**config.mk**
```make
export PLATFORM = sky130hd
export DESIGN_NAME = csc_channel_seq
export DESIGN_NICKNAME = d
export VERILOG_FILES = /design/src/csc_pkg.sv /design/src/csc_channel_seq.sv /design/src/csc_sync.sv
export VERILOG_INCLUDE_DIRS = /design/src
export SDC_FILE = /design/constraint.sdc
export NUM_CORES = 1
export LEC_CHECK = 0
export BUFFER_PORTS_ARGS = -buffer_cell sky130_fd_sc_hd__buf_2
export CAP_MARGIN = 20
export CORE_MARGIN = 2
export CORE_UTILIZATION = 59
export DETAILED_ROUTE_END_ITERATION = 8
export GPL_TIMING_DRIVEN = 1
export PLACE_DENSITY = 0.85
export SLEW_MARGIN = 20
export SYNTH_ARGS = -nofsm -noshare
export SYNTH_HDL_FRONTEND = slang
export SYNTH_SLANG_ARGS = --single-unit
```
**constraint.sdc**
```tcl
create_clock -name i_clk -period 3.3 [get_ports i_clk]
set_input_delay 0.66 -clock i_clk [delete_from_list [all_inputs] [get_ports i_clk]]
set_output_delay 0.66 -clock i_clk [all_outputs]
set_load 0.01 [all_outputs]
```
**src/csc_defs.svh**
```systemverilog
// Purpose: Timing and bit-position constants for the channel sequencer.
// Assumes: A 10 ns system clock.
// Notes: Cycle counts are derived from the printed times, rounded up.
`ifndef CSC_DEFS_SVH
`define CSC_DEFS_SVH

`define CSC_CLK_NS 10
`define CSC_T_GAP_NS 250
`define CSC_T_RESET_NS 6000
// A least time rounds up to whole cycles.
`define CSC_GAP_CYC ((`CSC_T_GAP_NS + `CSC_CLK_NS - 1) / `CSC_CLK_NS)
`define CSC_RESET_CYC ((`CSC_T_RESET_NS + `CSC_CLK_NS - 1) / `CSC_CLK_NS)
`define CSC_TMR_W 10
// Bit positions of the software-stepped tag vector.
`define CSC_SW_W 7
`define CSC_SW_OPL 0
`define CSC_SW_SUP 1
`define CSC_SW_ADR 2
`define CSC_SW_SEL 3
`define CSC_SW_HLD 4
`define CSC_SW_SRV 5
`define CSC_SW_CMD 6
// Bit positions inside the inbound tag synchroniser.
`define CSC_IN_W 3
`define CSC_IN_OPL 0
`define CSC_IN_STAT 1
`define CSC_IN_SRV 2

`endif

```
**src/csc_pkg.sv**
```systemverilog
// Purpose: Types shared by the channel sequencer files.
// Assumes: Nothing beyond the constants header.
// Notes: States are listed in sequence order for readability.
package csc_pkg;

  typedef enum logic [3:0] {
    CSC_IDLE,
    CSC_SEL_LEAD,
    CSC_CHAIN_LEAD,
    CSC_STAT_ACK,
    CSC_DATA_ACK,
    CSC_DISC_WAIT,
    CSC_DISC_OPL,
    CSC_ADDR_QUIET,
    CSC_SR_LEAD,
    CSC_SR_LOW,
    CSC_SR_TAIL,
    CSC_SYS_RST
  } csc_state_t;

endpackage : csc_pkg

```
**src/csc_channel_seq.sv**
```systemverilog
// Purpose: Channel-side tag sequencer for a byte-wide selector channel.
// Assumes: Processor commands are one-cycle pulses, taken while
//   o_cmd_ready is high; adapter tag lines are asynchronous.
// Notes: Selection and ending are driven by processor commands; timed gaps
//   come from one shared down-counter.
// Behaviour
// - Suppress_out high when service_out answers status signals chaining.
// - Disconnect: address_out high, select and hold low for 250 ns.
// - Adapter drops operational_in; channel then drops address_out.
// - Selective reset: raise suppress_out, then drop operational_out.
// - System reset: operational_out and suppress_out both low 6 us.
// - Stop answers service_in with command_out; byte is not transferred.
// - Software-stepped diagnostic mode drives every tag line directly.
// - Service_out answers status_in to accept; held until status_in falls.
// - Inbound byte sampled while service_in held, before service_out.
`include "csc_defs.svh"
`timescale 1ns/10ps
module csc_channel_seq
  import csc_pkg::*;
#(
  parameter int DATA_W = 8
) (
  input wire logic i_clk,                     // System clock, 100 MHz.
  input wire logic i_reset_n,                 // Async reset, active low.
  input wire logic i_sw_mode,                 // Software-stepped mode.
  input wire logic [`CSC_SW_W-1:0] i_sw_tags, // Tag levels in that mode.
  input wire logic i_selector_mode,           // Selector mode, no stacking.
  input wire logic i_suppress_req,            // Processor wants suppression.
  input wire logic i_cmd_select,              // Pulse: start selection.
  input wire logic i_cmd_accept,              // Pulse: accept status.
  input wire logic i_cmd_chain,               // Level with accept: chaining.
  input wire logic i_cmd_stack,               // Pulse: stack status.
  input wire logic i_cmd_stop,                // Pulse: stop the transfer.
  input wire logic i_cmd_disc,                // Pulse: interface disconnect.
  input wire logic i_cmd_sel_reset,           // Pulse: selective reset.
  input wire logic i_cmd_sys_reset,           // Pulse: system reset.
  input wire logic [DATA_W-1:0] i_out_data,   // Next outbound byte.
  input wire logic i_operational_in,          // Adapter operational_in.
  input wire logic i_status_in,               // Adapter status_in.
  input wire logic i_service_in,              // Adapter service_in.
  input wire logic [DATA_W-1:0] i_bus_in,     // Inbound bus.
  output logic o_operational_out,             // Channel enable tag.
  output logic o_suppress_out,                // Suppress tag.
  output logic o_address_out,                 // Address tag.
  output logic o_select_out,                  // Select tag.
  output logic o_hold_out,                    // Hold tag.
  output logic o_service_out,                 // Service tag.
  output logic o_command_out,                 // Command tag.
  output logic [DATA_W-1:0] o_bus_out,        // Outbound bus.
  output logic [DATA_W-1:0] o_in_data,        // Last inbound byte.
  output logic o_in_valid,                    // Pulse: byte captured.
  output logic o_status_pend,                 // Status waits for answer.
  output logic o_cmd_ready                    // Commands may be given.
);

  localparam logic [`CSC_TMR_W-1:0] GAP_CYC = `CSC_TMR_W'(`CSC_GAP_CYC);
  localparam logic [`CSC_TMR_W-1:0] RST_CYC = `CSC_TMR_W'(`CSC_RESET_CYC);

  logic [`CSC_IN_W-1:0] tags_in;
  logic operational_in;
  logic stat_in;
  logic service_in;

  //////////////////////////////////////////////////////////////////////////
  // Inbound tags are synchronised before the sequencer looks at them.
  csc_sync #(
    .WIDTH(`CSC_IN_W)
  ) u_sync (
    .i_clk(i_clk),
    .i_reset_n(i_reset_n),
    .i_async({i_service_in, i_status_in, i_operational_in}),
    .o_sync(tags_in)
  );

  assign operational_in = tags_in[`CSC_IN_OPL];
  assign stat_in = tags_in[`CSC_IN_STAT];
  assign service_in = tags_in[`CSC_IN_SRV];

  csc_state_t state_r, state_nxt;
  logic [`CSC_TMR_W-1:0] tmr_r, tmr_nxt;
  logic sel_r, sel_nxt;
  logic adr_r, adr_nxt;
  logic sup_r, sup_nxt;
  logic opl_r, opl_nxt;
  logic srv_r, srv_nxt;
  logic cmd_r, cmd_nxt;
  logic chain_r, chain_nxt;
  logic stop_r, stop_nxt;
  logic valid_r, valid_nxt;
  logic [DATA_W-1:0] din_r, din_nxt;
  logic [DATA_W-1:0] dout_r, dout_nxt;
  logic tmr_done;

  assign tmr_done = (tmr_r == '0);

  //////////////////////////////////////////////////////////////////////////
  // Sequencer next-state logic. One timer serves every interval because
  // no two timed intervals ever overlap; that keeps the area small.
  always_comb begin
    state_nxt = state_r;
    tmr_nxt = tmr_done ? tmr_r : tmr_r - `CSC_TMR_W'(1);
    sel_nxt = sel_r;
    adr_nxt = adr_r;
    sup_nxt = sup_r;
    opl_nxt = opl_r;
    srv_nxt = srv_r;
    cmd_nxt = cmd_r;
    chain_nxt = chain_r;
    stop_nxt = stop_r;
    valid_nxt = 1'b0;
    din_nxt = din_r;
    dout_nxt = dout_r;
    unique case (state_r)
      CSC_IDLE: begin
        opl_nxt = 1'b1;
        sup_nxt = i_suppress_req;
        if (i_cmd_stop) begin
          stop_nxt = 1'b1;
        end
        if (i_cmd_sys_reset) begin
          opl_nxt = 1'b0;
          sup_nxt = 1'b0;
          sel_nxt = 1'b0;
          adr_nxt = 1'b0;
          tmr_nxt = RST_CYC;
          state_nxt = CSC_SYS_RST;
        end else if (i_cmd_sel_reset) begin
          sup_nxt = 1'b1;
          tmr_nxt = GAP_CYC;
          state_nxt = CSC_SR_LEAD;
        end else if (i_cmd_disc && adr_r) begin
          sel_nxt = 1'b0;
          tmr_nxt = GAP_CYC;
          state_nxt = CSC_DISC_WAIT;
        end else if (i_cmd_select && !adr_r) begin
          // Suppression must lead selection, so selection waits for it.
          sup_nxt = i_suppress_req;
          tmr_nxt = i_suppress_req ? GAP_CYC : '0;
          state_nxt = CSC_SEL_LEAD;
        end else if (stat_in && (i_cmd_accept || i_cmd_stack)) begin
          chain_nxt = i_cmd_accept && i_cmd_chain;
          if (i_cmd_stack && !i_selector_mode) begin
            cmd_nxt = 1'b1;
            state_nxt = CSC_STAT_ACK;
          end else if (i_cmd_accept && i_cmd_chain) begin
            sup_nxt = 1'b1;
            tmr_nxt = GAP_CYC;
            state_nxt = CSC_CHAIN_LEAD;
          end else if (i_cmd_accept) begin
            srv_nxt = 1'b1;
            sel_nxt = 1'b0;
            state_nxt = CSC_STAT_ACK;
          end
        end else if (service_in && sel_r && !stat_in) begin
          // Bus is steady while service_in stands, so sample it now.
          if (stop_r || i_cmd_stop) begin
            cmd_nxt = 1'b1;
          end else begin
            din_nxt = i_bus_in;
            valid_nxt = 1'b1;
            dout_nxt = i_out_data;
            srv_nxt = 1'b1;
          end
          state_nxt = CSC_DATA_ACK;
        end
      end
      CSC_SEL_LEAD: begin
        if (tmr_done) begin
          adr_nxt = 1'b1;
          sel_nxt = 1'b1;
          stop_nxt = 1'b0;
          state_nxt = CSC_IDLE;
        end
      end
      CSC_CHAIN_LEAD: begin
        if (tmr_done) begin
          srv_nxt = 1'b1;
          sel_nxt = 1'b0;
          state_nxt = CSC_STAT_ACK;
        end
      end
      CSC_STAT_ACK: begin
        // Suppress stays high through chaining until status_in has gone.
        if (!stat_in) begin
          srv_nxt = 1'b0;
          cmd_nxt = 1'b0;
          sup_nxt = chain_r ? 1'b1 : i_suppress_req;
          chain_nxt = 1'b0;
          if (!sel_r && adr_r && !operational_in) begin
            adr_nxt = 1'b0;
            tmr_nxt = GAP_CYC;
            state_nxt = CSC_ADDR_QUIET;
          end else begin
            state_nxt = CSC_IDLE;
          end
        end
      end
      CSC_DATA_ACK: begin
        // Outbound bus stays put until service_in falls.
        if (!service_in) begin
          srv_nxt = 1'b0;
          cmd_nxt = 1'b0;
          state_nxt = CSC_IDLE;
        end
      end
      CSC_DISC_WAIT: begin
        if (tmr_done) begin
          state_nxt = CSC_DISC_OPL;
        end
      end
      CSC_DISC_OPL: begin
        if (!operational_in) begin
          adr_nxt = 1'b0;
          tmr_nxt = GAP_CYC;
          state_nxt = CSC_ADDR_QUIET;
        end
      end
      CSC_ADDR_QUIET: begin
        if (tmr_done) begin
          state_nxt = CSC_IDLE;
        end
      end
      CSC_SR_LEAD: begin
        if (tmr_done) begin
          opl_nxt = 1'b0;
          sel_nxt = 1'b0;
          adr_nxt = 1'b0;
          tmr_nxt = RST_CYC;
          state_nxt = CSC_SR_LOW;
        end
      end
      CSC_SR_LOW: begin
        // Released only once both the minimum and the answer are in.
        if (tmr_done && !operational_in) begin
          opl_nxt = 1'b1;
          tmr_nxt = GAP_CYC;
          state_nxt = CSC_SR_TAIL;
        end
      end
      CSC_SR_TAIL: begin
        if (tmr_done) begin
          sup_nxt = i_suppress_req;
          stop_nxt = 1'b0;
          state_nxt = CSC_IDLE;
        end
      end
      CSC_SYS_RST: begin
        if (tmr_done) begin
          opl_nxt = 1'b1;
          stop_nxt = 1'b0;
          state_nxt = CSC_IDLE;
        end
      end
    endcase
    // Diagnostic stepping parks the sequencer and clears its requests.
    if (i_sw_mode) begin
      state_nxt = CSC_IDLE;
      srv_nxt = 1'b0;
      cmd_nxt = 1'b0;
      chain_nxt = 1'b0;
      sel_nxt = 1'b0;
      adr_nxt = 1'b0;
    end
  end

  always_ff @(posedge i_clk or negedge i_reset_n) begin
    if (!i_reset_n) begin
      state_r <= CSC_IDLE;
      tmr_r <= '0;
      sel_r <= 1'b0;
      adr_r <= 1'b0;
      sup_r <= 1'b0;
      opl_r <= 1'b0;
      srv_r <= 1'b0;
      cmd_r <= 1'b0;
      chain_r <= 1'b0;
      stop_r <= 1'b0;
      valid_r <= 1'b0;
      din_r <= '0;
      dout_r <= '0;
    end else begin
      state_r <= state_nxt;
      tmr_r <= tmr_nxt;
      sel_r <= sel_nxt;
      adr_r <= adr_nxt;
      sup_r <= sup_nxt;
      opl_r <= opl_nxt;
      srv_r <= srv_nxt;
      cmd_r <= cmd_nxt;
      chain_r <= chain_nxt;
      stop_r <= stop_nxt;
      valid_r <= valid_nxt;
      din_r <= din_nxt;
      dout_r <= dout_nxt;
    end
  end

  logic [`CSC_SW_W-1:0] sw_r, sw_nxt;

  //////////////////////////////////////////////////////////////////////////
  // Software-stepped tag levels are registered so outputs stay glitch free.
  always_comb begin
    sw_nxt = i_sw_tags;
  end

  always_ff @(posedge i_clk or negedge i_reset_n) begin
    if (!i_reset_n) begin
      sw_r <= '0;
    end else begin
      sw_r <= sw_nxt;
    end
  end

  //////////////////////////////////////////////////////////////////////////
  // Tag outputs: software levels in diagnostic mode, sequencer otherwise.
  // The mode switch itself may glitch tags, so change it only when idle.
  assign o_operational_out = i_sw_mode ? sw_r[`CSC_SW_OPL] : opl_r;
  assign o_suppress_out = i_sw_mode ? sw_r[`CSC_SW_SUP] : sup_r;
  assign o_address_out = i_sw_mode ? sw_r[`CSC_SW_ADR] : adr_r;
  assign o_select_out = i_sw_mode ? sw_r[`CSC_SW_SEL] : sel_r;
  assign o_hold_out = i_sw_mode ? sw_r[`CSC_SW_HLD] : sel_r;
  assign o_service_out = i_sw_mode ? sw_r[`CSC_SW_SRV] : srv_r;
  assign o_command_out = i_sw_mode ? sw_r[`CSC_SW_CMD] : cmd_r;
  assign o_bus_out = dout_r;
  assign o_in_data = din_r;
  assign o_in_valid = valid_r;
  assign o_status_pend = stat_in && (state_r == CSC_IDLE) && !i_sw_mode;
  assign o_cmd_ready = (state_r == CSC_IDLE) && !i_sw_mode;

endmodule : csc_channel_seq

```
**src/csc_sync.sv**
```systemverilog
// Purpose: Two-stage synchroniser for the inbound tag lines.
// Assumes: Inputs may change at any time relative to i_clk.
// Notes: Only the second stage is visible outside.
`timescale 1ns/10ps
module csc_sync #(
  parameter int WIDTH = 3
) (
  input wire logic i_clk,               // System clock.
  input wire logic i_reset_n,           // Asynchronous reset, active low.
  input wire logic [WIDTH-1:0] i_async, // Raw inbound levels.
  output logic [WIDTH-1:0] o_sync       // Synchronised levels.
);

  logic [WIDTH-1:0] meta_r;
  logic [WIDTH-1:0] meta_nxt;
  logic [WIDTH-1:0] sync_r;
  logic [WIDTH-1:0] sync_nxt;

  //////////////////////////////////////////////////////////////////////////
  // The first stage feeds only the second, to give metastability a cycle.
  always_comb begin
    meta_nxt = i_async;
    sync_nxt = meta_r;
  end

  always_ff @(posedge i_clk or negedge i_reset_n) begin
    if (!i_reset_n) begin
      meta_r <= '0;
      sync_r <= '0;
    end else begin
      meta_r <= meta_nxt;
      sync_r <= sync_nxt;
    end
  end

  assign o_sync = sync_r;

endmodule : csc_sync

```
==> results by stage <==
Worst setup path:
- The class of the most critical setup path is reg -> out.
- Measured in cells, the most critical reg-to-reg path has a length of 5.
- STA classifies the critical path startpoint as a flip-flop.
- The largest driver fanout on the critical path is 24.
- At the worst endpoint, the arrival time is 2.10 ns.
- The startpoint identified for the worst register-to-register timing path is state_r[0]$_DFFE_PN0P_.
- The critical path capture point type is an output pin.
- Data on the critical path is required at its endpoint by 2.64 ns.
- For flop-to-flop paths, the worst setup slack is 0.78 ns.
- The worst flop-to-flop path endpoint is o_in_data[2]$_DFFE_PN0P_.

Place:
- The number of port buffers is 64.
- The number of cells after detailed placement is 447.
- At the end of routability-driven placement, the weighted congestion stood at 0.9780.
- The pre-CTS setup slack is 0.6867 ns.
- The HPWL after detailed placement is 6.108 mm.

Routing:
- The wire length reported by the detailed router is 8.074 mm.
- The number of nets with antenna violations after routing is 0.
- For this run, design rule violations remaining after detail routing come to 0.
- The mean number of vias per cell is 6.226.
- The number of DRC violations after detailed-routing iteration 0 is 342.
- The count of vias placed by the detailed router is 2,833.
- Dividing the detail-routed wire length by the instance count gives 17.75 um.
- The first detailed-routing pass ran for 5 iterations.

Global route:
- The first global-routing pass estimated 13.46 mm of wire.
- The initial antenna violation count came to 0.
- Global routing finished with a remaining overflow of 0.
- The pin count of the biggest net entering global routing is 31.
- The overall fraction of global-route tracks in use is 29.09%.
- The via count of the first global-routing pass is 2,764.

Finish:
- The number of antenna diodes in the final layout is 0.
- The final non-filler cell total is 455.
- The fraction of layout cells with a size suffix above 1 is 30.65%.
- The net total in the final layout is 426.
- Compared with the post-synthesis result, the final layout area differs by 14.97%.
- The library cell used most frequently in the layout, excluding fill and tap cells, is buf_2.
- Counting the fill cells in the layout gives 418.
- The top cell types in the final layout, fill and taps aside, are buf_2, dfrtp_1, nor2_1.

Floorplanning:
- The die covers 0.005822 sq mm.
- During I/O placement, the number of pins put on the boundary was 65.
- The number of placement rows is 26.
- The core region is 0.005075 sq mm.
- The effective utilization at floorplan is 60.77%.
- In this run the vertical extent of the chip is 76.30 um.
- The die outline width is 76.30 um.

Timing:
- Summed over all failing endpoints, the final setup total negative slack is 0 ns.
- The worst slew margin relative to its limit is 44.16%.
- For the final database, setup skew stands at 0.008826 ns.
- The final clock period utilization by the worst path is 83.74%.
- The number of hold violations in the final report is 0.
- The post-layout minimum cycle time is 2.764 ns.
- The setup violation total in the final timing report is 0.
- The slack of the critical path is 0.5365 ns.
- At the pin with the least slew margin, the transition time is 0.8375 ns.
- The highest achievable clock rate is 0.3619 GHz.
- Setup repair after global routing left no endpoint under its margin.
- The worst-case hold slack is 0.3566 ns.
- The final number of max-transition violations is 0.

Power:
- Per report_power, the sequential group accounts for 37.2% of the total.
- In this run the static leakage power is 0.001709 uW.
- In this run the power spent charging and discharging nets is 993.5 uW.
- The worst-case vdd ir drop is 0.3567 mV.
- The internal power component is 1351 uW.
- Combinational logic is responsible for 45.8% of the overall power.
- Net switching is 42.38% of the power.
- The clock network power share is 17.0%.
- The total power divided by cell area is 661.1 mW/mm^2.
- Power comes to 2344 uW.

Clocking:
- The maximum buffer depth of the clock tree is 2.
- Clock-pin slew was measured on the worst setup and hold paths at 0.11 ns.
- The number of buffers inserted for hold repair after clock tree synthesis is 0.
- The total CTS buffers is 5.
- TritonCTS built the clock tree.
- After clock tree synthesis, the repair step resized 0 gates.
- In this run the post-CTS setup repair buffer count came out at 0.
- Counting every sink on the clock net gives 52.
- The cell at the root of the clock tree is clkbuf_8.
- The latest clock arrival within the worst-skew pair is 0.31 ns.
- The maximum level of the CTS H-tree is 2.

Logic synthesis:
- For this run, asynchronously set or reset flops after synthesis account for 100.0%.
- In this run, distinct cell masters in the synthesized netlist total 65.
- During synthesis, Yosys emitted a total of 0 warnings.
- The gate count after technology mapping is 326.
- In this run the cell area of the synthesized design comes to 0.003084 sq mm.
- The number of nets handed over by synthesis was 368.
- The prevailing post-synth register cell is dfrtp_1.
- The mean instance size in the synthesized netlist is 9.461 sq um.
- The sequential share of the synthesized area is 42.19%.
- The number of enable flip-flop cells after synthesis is 0.
- Counting flops and latches in the post-synthesis netlist gives 52.

Outcome:
- The flow ran to the end, and the final reports show no timing, DRC or antenna violations.

Job:
- The count of max-cap constraint violations is 0.

Worst hold path:
- In this run the worst hold path is classified as in -> async.
power groups by stage:
stage | clock [uW] | sequential [uW] | combinational (uW)
6_report | 399 | 872 | 1070
3_3_place_gp | 0 | 878 | 1050
4_1_cts | 405 | 870 | 1050
3_5_place_dp | 0 | 881 | 1050
2_1_floorplan | 0 | 808 | 834
5_1_grt | 430 | 889 | 1180
area by class of cell:
type | count | area [sq um] | share of cell area, %
tap | 70 | 87.58 | 2.470
clock buffer | 5 | 68.82 | 1.941
timing repair buffer | 73 | 387.9 | 10.94
clock inverter | 3 | 33.78 | 0.9527
multi-input combinational | 245 | 1640 | 46.26
inverter | 7 | 26.28 | 0.7410
sequential | 52 | 1301 | 36.70
synthesized netlist by cell type, drive strengths merged (3+ instances only):
master,number,area share [%]
clkbuf,14,1.7
nand4,4,0.81
o22ai,3,0.61
a211oi,6,1.5
o21ai,13,2.1
o31ai,4,0.97
a31oi,7,1.4
ha,3,1.2
a21o,3,0.73
nor2,31,3.9
dfrtp,52,42
inv,7,0.85
nor2b,12,2.4
buf,8,2.1
mux2i,3,0.97
nand2b,4,0.81
nor3,16,3.0
or4b,3,0.97
xnor2,4,1.1
nand2,29,3.6
a22o,4,1.1
nand3,12,1.9
or3,3,0.77
mux2,22,9.1
a21oi,19,3.1
routing by layer:
layer	share of wire (%)	GRT usage, %	wire [um]
met3	8.4	5.687	679
met2	48	48.32	3912
met1	41	38.49	3319
met4	2.0	9.636	163
met5	0	0	0
sequential cells by signal, summed over array words and instances (netlist names), 3 cells and up:
name / cells
o_bus_out: 8
o_in_data: 8
state_r: 4
sw_r: 7
tmr_r: 10
u_sync.meta_r: 3
u_sync.o_sync: 3
through the flow:
stage               utilization, %  cell area, sq um
floorplan                        -              3084
global placement             67.85              3443
detailed placement           67.85              3443
CTS                          69.87              3546
global route                 69.87              3546
finish                       69.87              3546
worst max-delay path by stage:
stage,startpoint,end,slack [ns],depth (start not counted)
5_1_grt,state_r[3]$_DFFE_PN0P_,o_status_pend,0.46,3
3_5_place_dp,i_cmd_disc,srv_r$_DFFE_PN0P_,0.69,7
2_1_floorplan,i_cmd_disc,srv_r$_DFFE_PN0P_,0.95,6
4_1_cts,state_r[3]$_DFFE_PN0P_,o_status_pend,0.56,3
6_report,state_r[3]$_DFFE_PN0P_,o_status_pend,0.54,3
3_3_place_gp,i_cmd_disc,srv_r$_DFFE_PN0P_,0.72,7
cells by family (layout without fill, tap and decap cells):
| kind of cell | count (synthesis) | after routing | synth area share, % |
|---|---|---|---|
| adder cells (fa/ha/maj) | 3 | 3 | 1.217 |
| AO/OA/AOI/OAI | 82 | 82 | 17.97 |
| XOR/XNOR | 6 | 6 | 1.704 |
| multiplexers | 25 | 25 | 10.10 |
| buffers and inverters | 29 | 88 | 4.625 |
| AND/OR/NAND/NOR | 129 | 129 | 22.19 |
| flip-flops | 52 | 52 | 42.19 |
critical path, stage by stage (launching register included):
cell and delay, ns:
dfrtp_1 0.70, or4b_2 0.77, nor2_1 0.15, buf_2 0.16
Note: power is estimated with default switching activity, not from simulation.
